`config.mk`:
```
export PLATFORM = sky130hd
export DESIGN_NAME = remote_temp_monitor_smbus
export DESIGN_NICKNAME = d
export VERILOG_FILES = /design/src/design/rtm_pkg.sv /design/src/design/fan_clk_if.sv /design/src/design/sync_bits.sv /design/src/design/fan_clk_gen.sv /design/src/design/remote_temp_monitor_smbus.sv
export SDC_FILE = /design/constraint.sdc
export NUM_CORES = 1
export LEC_CHECK = 0
export BUFFER_PORTS_ARGS = -buffer_cell sky130_fd_sc_hd__buf_2
export CORE_MARGIN = 1.5
export CORE_UTILIZATION = 34
export DETAILED_ROUTE_END_ITERATION = 8
export PLACE_DENSITY_LB_ADDON = 0.08
export SKIP_LAST_GASP = 1
export SLEW_MARGIN = 20
export SYNTH_ARGS = -nofsm -noshare
export SYNTH_HDL_FRONTEND = slang
export SYNTH_SLANG_ARGS = --single-unit
```
`constraint.sdc`:
```
create_clock -name clk_i -period 4.9 [get_ports clk_i]
set_input_delay 0.49 -clock clk_i [delete_from_list [all_inputs] [get_ports clk_i]]
set_output_delay 0.49 -clock clk_i [all_outputs]
set_load 0.005 [all_outputs]
```
`src/design/rtm_pkg.sv`:
```
// Shared constants for the remote temperature monitor core
package rtm_pkg;
	// Timing
	localparam int unsigned CLK_PERIOD_NS = 5;
	localparam int unsigned CLK_KHZ = 200_000;
	localparam int unsigned NS_PER_MS = 1_000_000;
	localparam int unsigned INTEG_MS = 62;
	localparam int unsigned INTEG_CYCLES = INTEG_MS * NS_PER_MS / CLK_PERIOD_NS;
	localparam int unsigned RATE_MS = 500;
	localparam int unsigned RATE_CYCLES = RATE_MS * NS_PER_MS / CLK_PERIOD_NS;
	localparam int unsigned SYNC_FMIN_KHZ = 140;
	localparam int unsigned SYNC_FMAX_KHZ = 400;
	localparam int unsigned SYNC_MIN_CYCLES = (CLK_KHZ + SYNC_FMAX_KHZ - 1) / SYNC_FMAX_KHZ;
	localparam int unsigned SYNC_MAX_CYCLES = CLK_KHZ / SYNC_FMIN_KHZ;
	localparam int unsigned INT_OSC_DIV = 768;
	// Addresses; the own-address default is arbitrary
	localparam logic [6:0] ARA_ADDR = 7'h0c;
	localparam logic [6:0] SLAVE_ADDR_DEF = 7'h18;
	// Command indices
	localparam logic [7:0] CMD_TEMP = 8'h01;
	localparam logic [7:0] CMD_CFG = 8'h02;
	localparam logic [7:0] CMD_HIGH = 8'h03;
	localparam logic [7:0] CMD_LOW = 8'h04;
	localparam logic [7:0] CMD_CRIT = 8'h05;
	localparam logic [7:0] CMD_ONESHOT = 8'h0f;
	// Reset values
	localparam logic [7:0] CMD_RST = 8'h01;
	localparam logic [7:0] CFG_RST = 8'h02;
	localparam logic [7:0] HIGH_RST = 8'h7f;
	localparam logic [7:0] LOW_RST = 8'hc9;
	localparam logic [7:0] CRIT_RST = 8'h64;
	localparam logic [7:0] TEMP_RST = 8'h00;
	// Configuration bit positions
	localparam int unsigned CFG_MASK_BIT = 7;
	localparam int unsigned CFG_STBY_BIT = 6;
	localparam int unsigned CFG_POL_BIT = 5;
	// Data format
	localparam logic [7:0] TEMP_SAT = 8'h7f;
	localparam logic signed [8:0] HYST_DEG = 9'sh005;
	localparam logic signed [10:0] HALF_DEG_Q = 11'sh002;
	localparam logic [3:0] BITS_PER_BYTE = 4'h8;
endpackage

```
`src/design/fan_clk_if.sv`:
```
// Carrier between the core and the fan clock generator
`timescale 1ns/1ps
`default_nettype none
interface fan_clk_if;
	logic sync_level;
	logic tick;
	logic ext_locked;
	modport gen (input sync_level, output tick, output ext_locked);
	modport core (output sync_level, input tick, input ext_locked);
endinterface
`default_nettype wire

```
`src/design/sync_bits.sv`:
```
// Two-stage synchroniser for pin inputs
`timescale 1ns/1ps
`default_nettype none
module sync_bits import rtm_pkg::*; #(
	parameter int unsigned WIDTH = 1
) (
	// Clock and reset
	input wire logic clk_i,
	input wire logic srst_i,
	// Pins
	input wire logic [WIDTH-1:0] async_i,
	output logic [WIDTH-1:0] sync_o
);
	typedef struct packed {
		logic [WIDTH-1:0] meta;
		logic [WIDTH-1:0] stable;
	} sync_s;
	sync_s st;
	sync_s next_st;

	always_comb begin
		next_st.meta = async_i;
		next_st.stable = st.meta;
	end

	// Idle-high reset keeps the bus from seeing a false edge after release
	always_ff @(posedge clk_i) begin
		if (srst_i) begin
			st <= '1;
		end else begin
			st <= next_st;
		end
	end

	assign sync_o = st.stable;
endmodule
`default_nettype wire

```
`src/design/fan_clk_gen.sv`:
```
// Fan PWM clock source: external sync when in range, internal divider when the sync is grounded or too fast
`timescale 1ns/1ps
`default_nettype none
module fan_clk_gen import rtm_pkg::*; #(
	parameter int unsigned OSC_DIV = INT_OSC_DIV
) (
	// Clock and reset
	input wire logic clk_i,
	input wire logic srst_i,
	// Core side
	fan_clk_if.gen ifc
);
	localparam int unsigned CW = $clog2(SYNC_MAX_CYCLES + 1);
	localparam int unsigned DW = $clog2(OSC_DIV + 1);
	localparam logic [CW-1:0] MIN_C = CW'(SYNC_MIN_CYCLES);
	localparam logic [CW-1:0] MAX_C = CW'(SYNC_MAX_CYCLES);
	localparam logic [DW-1:0] DIV_M1 = DW'(OSC_DIV - 1);

	typedef struct packed {
		logic sync_d;
		logic [CW-1:0] period;
		logic locked;
		logic [DW-1:0] div;
		logic tick;
	} gen_s;
	gen_s st;
	gen_s next_st;

	always_comb begin
		next_st = st;
		next_st.tick = 1'b0;
		next_st.sync_d = ifc.sync_level;
		if (st.div == DIV_M1) begin
			next_st.div = '0;
		end else begin
			next_st.div = st.div + 1'b1;
		end
		// A grounded or too-fast sync never locks, so the divider keeps the fan clocked; a too-slow one relocks at each edge
		if (ifc.sync_level && !st.sync_d) begin
			next_st.period = CW'(1);
			next_st.locked = (st.period >= MIN_C) && (st.period <= MAX_C);
			next_st.tick = next_st.locked;
		end else if (st.period < MAX_C) begin
			next_st.period = st.period + 1'b1;
		end else begin
			next_st.locked = 1'b0;
		end
		if (!st.locked && st.div == DIV_M1) begin
			next_st.tick = 1'b1;
		end
	end

	always_ff @(posedge clk_i) begin
		if (srst_i) begin
			st <= '0;
		end else begin
			st <= next_st;
		end
	end

	assign ifc.tick = st.tick;
	assign ifc.ext_locked = st.locked;
endmodule
`default_nettype wire

```
`src/design/remote_temp_monitor_smbus.sv`:
```
// Remote temperature monitor core with SMBus slave, limits and thermostat
`timescale 1ns/1ps
`default_nettype none
module remote_temp_monitor_smbus import rtm_pkg::*; #(
	parameter logic [6:0] SLAVE_ADDR = SLAVE_ADDR_DEF,
	parameter int unsigned INTEG_CYC = INTEG_CYCLES,
	parameter int unsigned RATE_CYC = RATE_CYCLES
) (
	// Clock and reset
	input wire logic clk_i,
	input wire logic srst_i,
	// SMBus pins
	input wire logic scl_i,
	input wire logic sda_i,
	output logic sda_o,
	output logic sda_oe_o,
	// Open-drain alert and thermostat pins
	output logic alert_n_o,
	output logic alert_n_oe_o,
	output logic thermostat_out_n_o,
	output logic thermostat_out_n_oe_o,
	// Fan clock sync pin and fan clock output
	input wire logic sync_i,
	output logic fan_clk_o,
	output logic fan_enable_o,
	// Converter front end
	input wire logic [9:0] adc_quarter_i,
	input wire logic adc_overrange_i,
	output logic conv_busy_o
);
	localparam int unsigned IW = $clog2(INTEG_CYC + 1);
	localparam int unsigned RW = $clog2(RATE_CYC + 1);
	localparam logic [IW-1:0] INTEG_M1 = IW'(INTEG_CYC - 1);
	localparam logic [RW-1:0] RATE_M1 = RW'(RATE_CYC - 1);

	typedef enum logic [4:0] {
		ST_IDLE = 5'b00001,
		ST_RX = 5'b00010,
		ST_ACK = 5'b00100,
		ST_TX = 5'b01000,
		ST_TXACK = 5'b10000
	} bus_state_e;

	typedef struct packed {
		bus_state_e bst;
		logic scl_d, sda_d;
		logic [3:0] bitcnt;
		logic [1:0] byte_no;
		logic [7:0] shreg;
		logic rw, ara, sda_oe, pin_low;
		logic [7:0] cmd, cfg, high, low, crit, temp;
		logic eval_pend, high_armed, low_armed, alert_latch, thermostat_out_n_act, alert_oe, thermostat_out_n_oe, busy, oneshot_run;
		logic [IW-1:0] integ;
		logic [RW-1:0] rate;
		logic stby_d, fan_en, fan_clk;
	} core_s;
	core_s st;
	core_s next_st;

	logic [2:0] pins_s;
	logic scl_s;
	logic sda_s;
	logic [7:0] rd_byte;

	fan_clk_if fci();

	sync_bits #(
		.WIDTH(3)
	) u_sync (
		.clk_i(clk_i),
		.srst_i(srst_i),
		.async_i({sync_i, sda_i, scl_i}),
		.sync_o(pins_s)
	);

	fan_clk_gen u_fan_clk (
		.clk_i(clk_i),
		.srst_i(srst_i),
		.ifc(fci.gen)
	);

	assign scl_s = pins_s[0];
	assign sda_s = pins_s[1];
	assign fci.sync_level = pins_s[2];

	function automatic logic ge_s(input logic [7:0] a, input logic [7:0] b);
		return $signed(a) >= $signed(b);
	endfunction

	// Quarter-degree input, offset by half a degree, truncated and saturated
	function automatic logic [7:0] round_q(input logic [9:0] q);
		logic signed [10:0] s;
		s = $signed({q[9], q}) + HALF_DEG_Q;
		if ($signed(s[10:2]) > $signed(9'sh07f)) begin
			return TEMP_SAT;
		end
		return s[9:2];
	endfunction

	// Register read decode; unknown indices read as zero
	always_comb begin
		if (st.cmd == CMD_TEMP) begin
			rd_byte = st.temp;
		end else if (st.cmd == CMD_CFG) begin
			rd_byte = st.cfg;
		end else if (st.cmd == CMD_HIGH) begin
			rd_byte = st.high;
		end else if (st.cmd == CMD_LOW) begin
			rd_byte = st.low;
		end else if (st.cmd == CMD_CRIT) begin
			rd_byte = st.crit;
		end else begin
			rd_byte = 8'h00;
		end
	end

	always_comb begin
		logic scl_rise, scl_fall, start_c, stop_c, eval_now, ara_clr, set_alert, oneshot, stby, conv_done;
		logic [7:0] cmp_t, tx_byte;
		scl_rise = scl_s && !st.scl_d;
		scl_fall = !scl_s && st.scl_d;
		start_c = scl_s && st.scl_d && st.sda_d && !sda_s;
		stop_c = scl_s && st.scl_d && !st.sda_d && sda_s;
		eval_now = 1'b0;
		ara_clr = 1'b0;
		set_alert = 1'b0;
		oneshot = 1'b0;
		stby = st.cfg[CFG_STBY_BIT];
		conv_done = 1'b0;
		cmp_t = st.temp;
		tx_byte = st.ara ? {SLAVE_ADDR, 1'b1} : rd_byte;
		next_st = st;
		next_st.scl_d = scl_s;
		next_st.sda_d = sda_s;

		// SMBus slave
		if (start_c) begin
			next_st.bst = ST_RX;
			next_st.bitcnt = '0;
			next_st.byte_no = '0;
			next_st.sda_oe = 1'b0;
		end else if (stop_c) begin
			next_st.bst = ST_IDLE;
			next_st.sda_oe = 1'b0;
			if (st.eval_pend) begin
				eval_now = 1'b1;
				next_st.eval_pend = 1'b0;
			end
		end else begin
			case (st.bst)
				ST_RX: begin
					if (scl_rise) begin
						next_st.shreg = {st.shreg[6:0], sda_s};
						next_st.bitcnt = st.bitcnt + 1'b1;
					end
					if (scl_fall && st.bitcnt == BITS_PER_BYTE) begin
						next_st.bitcnt = '0;
						next_st.bst = ST_ACK;
						next_st.sda_oe = 1'b1;
						if (st.byte_no != 2'd2) begin
							next_st.byte_no = st.byte_no + 1'b1;
						end
						if (st.byte_no == 2'd0) begin
							next_st.rw = st.shreg[0];
							next_st.ara = (st.shreg[7:1] == ARA_ADDR);
							if (st.shreg[7:1] == SLAVE_ADDR) begin
								next_st.ara = 1'b0;
							end else if (!(st.shreg[7:1] == ARA_ADDR && st.shreg[0] && st.alert_latch)) begin
								next_st.bst = ST_IDLE;
								next_st.sda_oe = 1'b0;
							end
						end else if (st.byte_no == 2'd1) begin
							next_st.cmd = st.shreg;
							oneshot = (st.shreg == CMD_ONESHOT);
						end else begin
							// Extra data bytes rewrite the same register
							if (st.cmd == CMD_CFG) begin
								next_st.cfg = st.shreg;
							end else if (st.cmd == CMD_HIGH) begin
								next_st.high = st.shreg;
								next_st.high_armed = 1'b1;
								next_st.eval_pend = 1'b1;
							end else if (st.cmd == CMD_LOW) begin
								next_st.low = st.shreg;
								next_st.low_armed = 1'b1;
								next_st.eval_pend = 1'b1;
							end else if (st.cmd == CMD_CRIT) begin
								next_st.crit = st.shreg;
								next_st.eval_pend = 1'b1;
							end
						end
					end
				end
				ST_ACK: begin
					if (scl_fall) begin
						next_st.bitcnt = '0;
						if (st.rw) begin
							next_st.bst = ST_TX;
							next_st.shreg = tx_byte;
							next_st.sda_oe = !tx_byte[7];
						end else begin
							next_st.bst = ST_RX;
							next_st.sda_oe = 1'b0;
						end
					end
				end
				ST_TX: begin
					if (scl_rise && st.shreg[7] && !sda_s) begin
						// Lost arbitration on the alert response
						next_st.bst = ST_IDLE;
						next_st.sda_oe = 1'b0;
					end else if (scl_fall) begin
						next_st.shreg = {st.shreg[6:0], 1'b0};
						next_st.bitcnt = st.bitcnt + 1'b1;
						if (st.bitcnt == BITS_PER_BYTE - 4'h1) begin
							next_st.bst = ST_TXACK;
							next_st.sda_oe = 1'b0;
							ara_clr = st.ara;
						end else begin
							next_st.sda_oe = !st.shreg[6];
						end
					end
				end
				ST_TXACK: begin
					if (scl_rise) begin
						// Master nack ends the read; an ack asks for the byte again
						next_st.bst = sda_s ? ST_IDLE : ST_ACK;
					end
				end
				default: begin
					next_st.bst = ST_IDLE;
					next_st.sda_oe = 1'b0;
				end
			endcase
		end

		// Conversion sequencing
		next_st.stby_d = stby;
		if (stby) begin
			next_st.rate = '0;
		end else if (st.rate == RATE_M1) begin
			next_st.rate = '0;
		end else begin
			next_st.rate = st.rate + 1'b1;
		end
		if (st.busy) begin
			if (stby && !st.oneshot_run) begin
				next_st.busy = 1'b0;
			end else if (st.integ == INTEG_M1) begin
				next_st.busy = 1'b0;
				conv_done = 1'b1;
			end else begin
				next_st.integ = st.integ + 1'b1;
			end
		end else if (oneshot || (!stby && (st.stby_d || st.rate == RATE_M1))) begin
			next_st.busy = 1'b1;
			next_st.integ = '0;
			next_st.oneshot_run = oneshot;
			if (oneshot) begin
				next_st.rate = '0;
			end
		end
		if (conv_done) begin
			cmp_t = adc_overrange_i ? TEMP_SAT : round_q(adc_quarter_i);
			next_st.temp = cmp_t;
			eval_now = 1'b1;
		end

		// Limit comparisons
		if (eval_now) begin
			if (st.high_armed && ge_s(cmp_t, st.high)) begin
				set_alert = 1'b1;
				next_st.high_armed = 1'b0;
			end
			if (st.low_armed && ge_s(st.low, cmp_t)) begin
				set_alert = 1'b1;
				next_st.low_armed = 1'b0;
			end
			if (ge_s(cmp_t, st.crit)) begin
				next_st.thermostat_out_n_act = 1'b1;
			end else if ($signed({cmp_t[7], cmp_t}) <= $signed({st.crit[7], st.crit}) - HYST_DEG) begin
				next_st.thermostat_out_n_act = 1'b0;
			end
		end
		// A new alarm in the clearing cycle keeps the latch set
		next_st.alert_latch = (st.alert_latch && !ara_clr) || set_alert;

		// Pins and fan
		next_st.alert_oe = next_st.alert_latch && !next_st.cfg[CFG_MASK_BIT];
		next_st.thermostat_out_n_oe = next_st.thermostat_out_n_act ^ next_st.cfg[CFG_POL_BIT];
		next_st.fan_en = !next_st.cfg[CFG_STBY_BIT];
		if (!next_st.fan_en) begin
			next_st.fan_clk = 1'b0;
		end else if (fci.tick) begin
			next_st.fan_clk = !st.fan_clk;
		end
		next_st.pin_low = 1'b0;
	end

	always_ff @(posedge clk_i) begin
		if (srst_i) begin
			st <= '0;
			st.bst <= ST_IDLE;
			st.scl_d <= 1'b1;
			st.sda_d <= 1'b1;
			st.cmd <= CMD_RST;
			st.cfg <= CFG_RST;
			st.high <= HIGH_RST;
			st.low <= LOW_RST;
			st.crit <= CRIT_RST;
			st.temp <= TEMP_RST;
			st.high_armed <= 1'b1;
			st.low_armed <= 1'b1;
			st.stby_d <= 1'b1;
			st.fan_en <= 1'b1;
		end else begin
			st <= next_st;
		end
	end

	assign sda_o = st.pin_low;
	assign sda_oe_o = st.sda_oe;
	assign alert_n_o = st.pin_low;
	assign alert_n_oe_o = st.alert_oe;
	assign thermostat_out_n_o = st.pin_low;
	assign thermostat_out_n_oe_o = st.thermostat_out_n_oe;
	assign fan_clk_o = st.fan_clk;
	assign fan_enable_o = st.fan_en;
	assign conv_busy_o = st.busy;
endmodule
`default_nettype wire

```
; Word level (Yosys, flattened, before mapping)
; Cells that the tools add are included.
[classes]
n_mux = 121
bitwise_logic = 10
order_cmp = 8
div = 0
reduce_logical = 65
n_addsub = 8
shift = 0
n_mul = 0
eq_ne = 40
[op_table]
columns = cell, count
row1 = two-way mux 32 bit, 6
row2 = two-way mux 8 bit, 20
row3 = two-way mux 27 bit, 4
row4 = two-way mux 24 bit, 4
row5 = two-way mux 53 bit, 1
row6 = two-way mux 1 bit, 51
row7 = two-way mux 3 bit, 11
row8 = two-way mux 5 bit, 6
row9 = adder 27 x 1 -> 27 bit (second input constant), 1
row10 = == test 27 bit (second input constant), 1
row11 = adder 24 x 1 -> 24 bit (second input constant), 1
row12 = == test 24 bit (second input constant), 1
row13 = greater-or-equal comparator 8 bit, 3
row14 = inequality test 2 bit (second input constant), 12
row15 = case mux 8 bit (3 select lines), 1
row16 = logical AND 1 bit, 21
row17 = two-way mux 4 bit, 5
row18 = case mux 5 bit (4 select lines), 1
row19 = == test 8 x 2 -> 1 bit (second input constant), 2
row20 = == test 8 x 3 -> 1 bit (second input constant), 2
row21 = two-way mux 16 bit, 1
row22 = AND reduction 8 bit, 2
row23 = AND reduction 5 bit, 3
row24 = zero test 1 bit, 14
row25 = other kinds (47), 78
[totals]
mem_bits_rw = 0
out_inout_bits = 9
latch_bits = 0
romBits = 0
memories = 0
wordCells = 292
register_bits = 166
inputBits = 16

; Depth between registers and ports, before layout
[depth]
word_depth = 15
depth_mapped = 17
ltp_nobuf = 17

; Modules after synthesis
; A second synthesis with hierarchy kept.
[hier_totals]
cells_unflattened = 993
hier_area_um2 = 8588.2
[by_module_without_submodules]
columns = module, area_per_inst_um2, cells_each, instances
row1 = remote_temp_monitor_smbus, 7216.9, 851, 1
row2 = fan_clk_gen, 1213.7, 130, 1
row3 = sync_bits, 157.7, 12, 1

; Worst setup path before layout
; OpenSTA, ideal clock, no wires.
[synth_path]
kind = flip-flop to flip-flop
from = register st[30] in the netlist's numbering
to = register st (netlist bit thermostat_out_n_oe_o)
setup_time_ps = 72
setup_slack_ps = 1382
path_stages_with_launch = 17
arrival_time_ps = 3447
cell_sequence = dfxtp_1 -> ha_1 -> nand4_1 -> or4b_4 -> nor2_4 -> nand2_1 -> o22ai_1 -> inv_1 -> ha_1 -> a21oi_1 -> o211ai_1 -> a211oi_1 -> o31ai_1 -> o221ai_1 -> a31oi_1 -> nor4_4 -> mux2i_1
[synth_between]
elab_chain_len = 10
elab_cells_between_ends = 12
[synth_lines]
columns = item, line_no
row1 = "start, declared", remote_temp_monitor_smbus.sv:57  ; core_s st;
row2 = "start signal, assigned", remote_temp_monitor_smbus.sv:317  ; st <= next_st;
row3 = == test 24 bit *, remote_temp_monitor_smbus.sv:249  ; end else if (st.integ == INTEG_M1) begin
row4 = two-way mux 1 bit *, remote_temp_monitor_smbus.sv:249
row5 = two-way mux 1 bit *, remote_temp_monitor_smbus.sv:247  ; if (stby && !st.oneshot_run) begin
row6 = two-way mux 1 bit *, remote_temp_monitor_smbus.sv:246  ; if (st.busy) begin
row7 = two-way mux 8 bit, --
row8 = <= comparator 8 x 9 -> 1 bit, remote_temp_monitor_smbus.sv:281  ; end else if ($signed({cmp_t[7], cmp_t}) <= $signed({st.crit[7], st.crit}) - HYST_DEG) begin
row9 = two-way mux 1 bit, remote_temp_monitor_smbus.sv:281
row10 = two-way mux 1 bit, remote_temp_monitor_smbus.sv:279  ; if (ge_s(cmp_t, st.crit)) begin
row11 = two-way mux 1 bit *, remote_temp_monitor_smbus.sv:270  ; if (eval_now) begin
row12 = XOR 1 bit *, remote_temp_monitor_smbus.sv:290  ; next_st.thermostat_out_n_oe = next_st.thermostat_out_n_act ^ next_st.cfg[CFG_POL_BIT];
; Mark *: on every way between the ends. The rest lies on a longest branch, timed or not.
; A chain may end at the register's enable or synchronous reset.

; Worst setup path in the final report
; Ends and elaborated chain as after synthesis.

==> impl_results.md <==
- Hold Crit Class: in -> reg
- # setup viols final: 0
- Die width: ~160 µm
- DRC: 0
- Chip height: approximately 160 µm
- Crit-path leading delay family: simple AND/OR/NAND/NOR gates
- Layout cells sized above 1: about a tenth
- Final ANT Viol Nets: 0
- Die footprint: roughly 0.026 mm²
- Yosys warning total: 0
- Tmin final: slightly above 4 ns
- Post-DP HPWL: 15.0 mm
- Clock Latency Late Sink: ~0.43 ns
- GPL Wtd Cong: around 0.84
- Crit path largest cell delay: 0.64 ns
- Final TNS setup: 0 ns
- Largest family of logic cells by synthesized area: simple AND/OR/NAND/NOR gates
- Post-CTS sizing: 0
- Top cell type's share of synthesized area: 39.3%
- Most used cell, CP: ha_1
- Slew Viols, Final: 0
- Fmax achieved: roughly 0.24 GHz
- Mux contribution to synthesized area: under 10%
- # fillers: approximately 2500
- Final core occ: between 30% and 40%
- Crit-path cells: ha_1 -> nand4_1 -> or4b_4 -> nor2_4 -> nand2_1 -> o22ai_1 -> inv_1 -> ha_1 -> a21oi_1 -> o211ai_1 -> a211oi_1 -> o31ai_1 -> o221ai_1 -> a31oi_1 -> nor4_4 -> mux2i_1
- Commonest non-fill, non-tap cells in the layout: nor2_1, dfxtp_1, nand2_1
- CP Launch Point: st[30]
- Synth area leader: dfxtp_1
- Placement Cell Area: 0.00881 mm²
- Area fraction in and, or, nand and nor cells after synthesis: a little over a quarter
- Post-route design area: ~0.0094 mm²
- WL/cell: roughly 16 µm
- Buffers & Inverters on Critical Path: 1
- EDFF count, synth: 0
- Asr flop ratio synth: 0%
- R2R cell count: 16
- Max rail drop VDD: ~0.00017 V
- Critical path data required time: 5.26 ns
- Clock-pin slew on the worst setup and hold paths: 0.07 ns
- Initial antenna violation count: 0
- Initial DRC count: 387
- Cts bufs inserted: 17
- Effective utilization at floorplan: 34.6%
- Crit. End Element: flop
- Via count: 6676
- Total track usage: around 17%
- Launching point of the worst reg2reg path: st[30]
- RSZ-0062 raised after global routing: no
- Hold depth: 2
- Syn Inst Count: about 1000
- Synth cell types: 75
- Arrival @ worst endpoint: between 4 and 5 ns
- Most used DFF post-synth: dfxtp_1
- Final nets: ~1100
- Flop2flop setup slack: between 0.7 and 0.8 ns
- Syn Area/Cell: around 8.4 µm²
- Adder-Cell Fraction of Synth Area: under 10%
- Largest net degree at the start of global routing: between 50 and 60
- Clock tree root buffer cell: clkbuf_16
- Clock Skew: ~0.010 ns
- Gr ovfl total: 0
- Drt total wl: 21.1 mm
- Top Ports: 25
- Critical Path Stages: 16
- Final Hold Fails: 0
- Max cap viols: 0
- First-pass iteration count of the detailed router: 5
- Number of diodes: 0
- Synth Area in Compound Gates: between 10% and 20%
- Post-synthesis xor/xnor area fraction: ~8.0%
- Tcrit/Tclk final: ~84%
- PwrDens: 305 mW/mm²
- # port buffers: 20
- Setup CP Type: reg -> reg
- Status: finished clean
- Commonest non-fill, non-tap cell in the layout: nor2_1
- # clock sinks: between 150 and 200
- Hold-fix buffers, CTS: 0
- Max-slew headroom: a little under two fifths
- Ranking of synthesized cells by area: dfxtp_1, nor2_1, ha_1
- Vias in the first global route: about 6400
- Cell area after synthesis: between 0.008 and 0.009 mm²
- Cell leakage power: between 3 and 4 nW
- Core Area: between 0.02 and 0.025 mm²
- CTS tree: yes
- Hold Path Origin: sync_i
- Sequential share of the synthesized area: between 30% and 40%
- Area Growth Syn to Fin: 12.2%
- Slew at the pin closest to its max-slew limit: 0.944 ns
- Routed vias/inst: between 4 and 5
- H-tree depth: 4
- Clock Path Buffers: 2
- Max FO, Critical Path: 9
- # Post-CTS Setup Buffers: 0
- # rows: 57
- Worst path slowest cell: or4b_4
- Number of synthesized register bits: about 170
- CP Launch Type: flop
- First-pass GRT wire length: 34.5 mm
## area by class of cell
cell class              count  area, µm²  share of cell area (%)
repair buffers             26        145                    1.54
inverters                  47        176                    1.87
clock buffers              19        453                    4.80
well taps                 324        405                    4.30
multi-input cells         748       4780                    50.7
flip-flops and latches    165       3300                    35.0
clock inverters            13        171                    1.82
## state kept, by name, summed over array words and instances, names as in the netlist
signal                    count
u_fan_clk.ifc.ext_locked      1
u_fan_clk.ifc.tick            1
u_sync.sync_o                 3
u_fan_clk.st                 22
thermostat_out_n_oe_o         1
st                          128
sda_oe_o                      1
u_sync.next_st                3
fan_clk_o                     1
alert_n_oe_o                  1
fan_enable_o                  1
conv_busy_o                   1
next_st                       1
## metal layers
metal	track usage, %	up-vias	share of wire, %
met5	0	-	0
met4	3.78	0	0.82
met3	2.97	14	2.4
met2	27.3	71	46
met1	23.7	3116	51
li1	-	3475	-
## synthesized netlist by cell type, types with 8 or more instances
master	n
clkbuf_1	32
o21ai_0	25
o211ai_1	9
a21oi_1	40
nand2_1	90
or2_2	15
xor2_1	47
nor2_1	172
xnor2_1	30
ha_1	42
dfxtp_1	165
nand2b_1	8
nand3_1	38
mux2i_1	31
inv_1	45
nand4_1	29
and3_1	13
nor4_1	8
nor3_1	9
a211oi_1	9
and2_1	8
a31oi_1	8
## cell families (layout without fill, tap and decap cells)
logic type                 Yosys count  count (layout)
xor gates and xnor gates            77              77
and+or+nand+nor                    450             450
DFF                                165             165
AOI/OAI and AO/OA                  137             137
muxes                               39              39
other                                1               3
adders and majority gates           42              42
buffers and inverters               87             105
## final timing paths
check                          endpoint
hold / removal        u_sync.next_st[2]
hold reg to reg        u_sync.sync_o[2]
setup / recovery  thermostat_out_n_oe_o
setup reg to reg  thermostat_out_n_oe_o
## report_power, final
| part | total (mW) | internal, mW | switching [mW] |
|---|---|---|---|
| Sequential | 1.36 | 1.35 | 0.0106 |
| Combinational | 0.0816 | 0.0265 | 0.0551 |
| Clock | 1.43 | 0.837 | 0.595 |
## through the flow
stage	total power [mW]	cells	setup WS (ns)	hold WS, ns
detailed placement	1.48	1310	0.753	0.396
finish	2.88	1342	0.762	0.244
CTS	2.92	1342	0.732	0.230
global placement	1.48	1310	0.768	0.392
floorplan	1.45	1000	1.38	0.389
global route	2.99	1342	0.377	0.232
No activity file was read; power rests on OpenSTA's default activity.
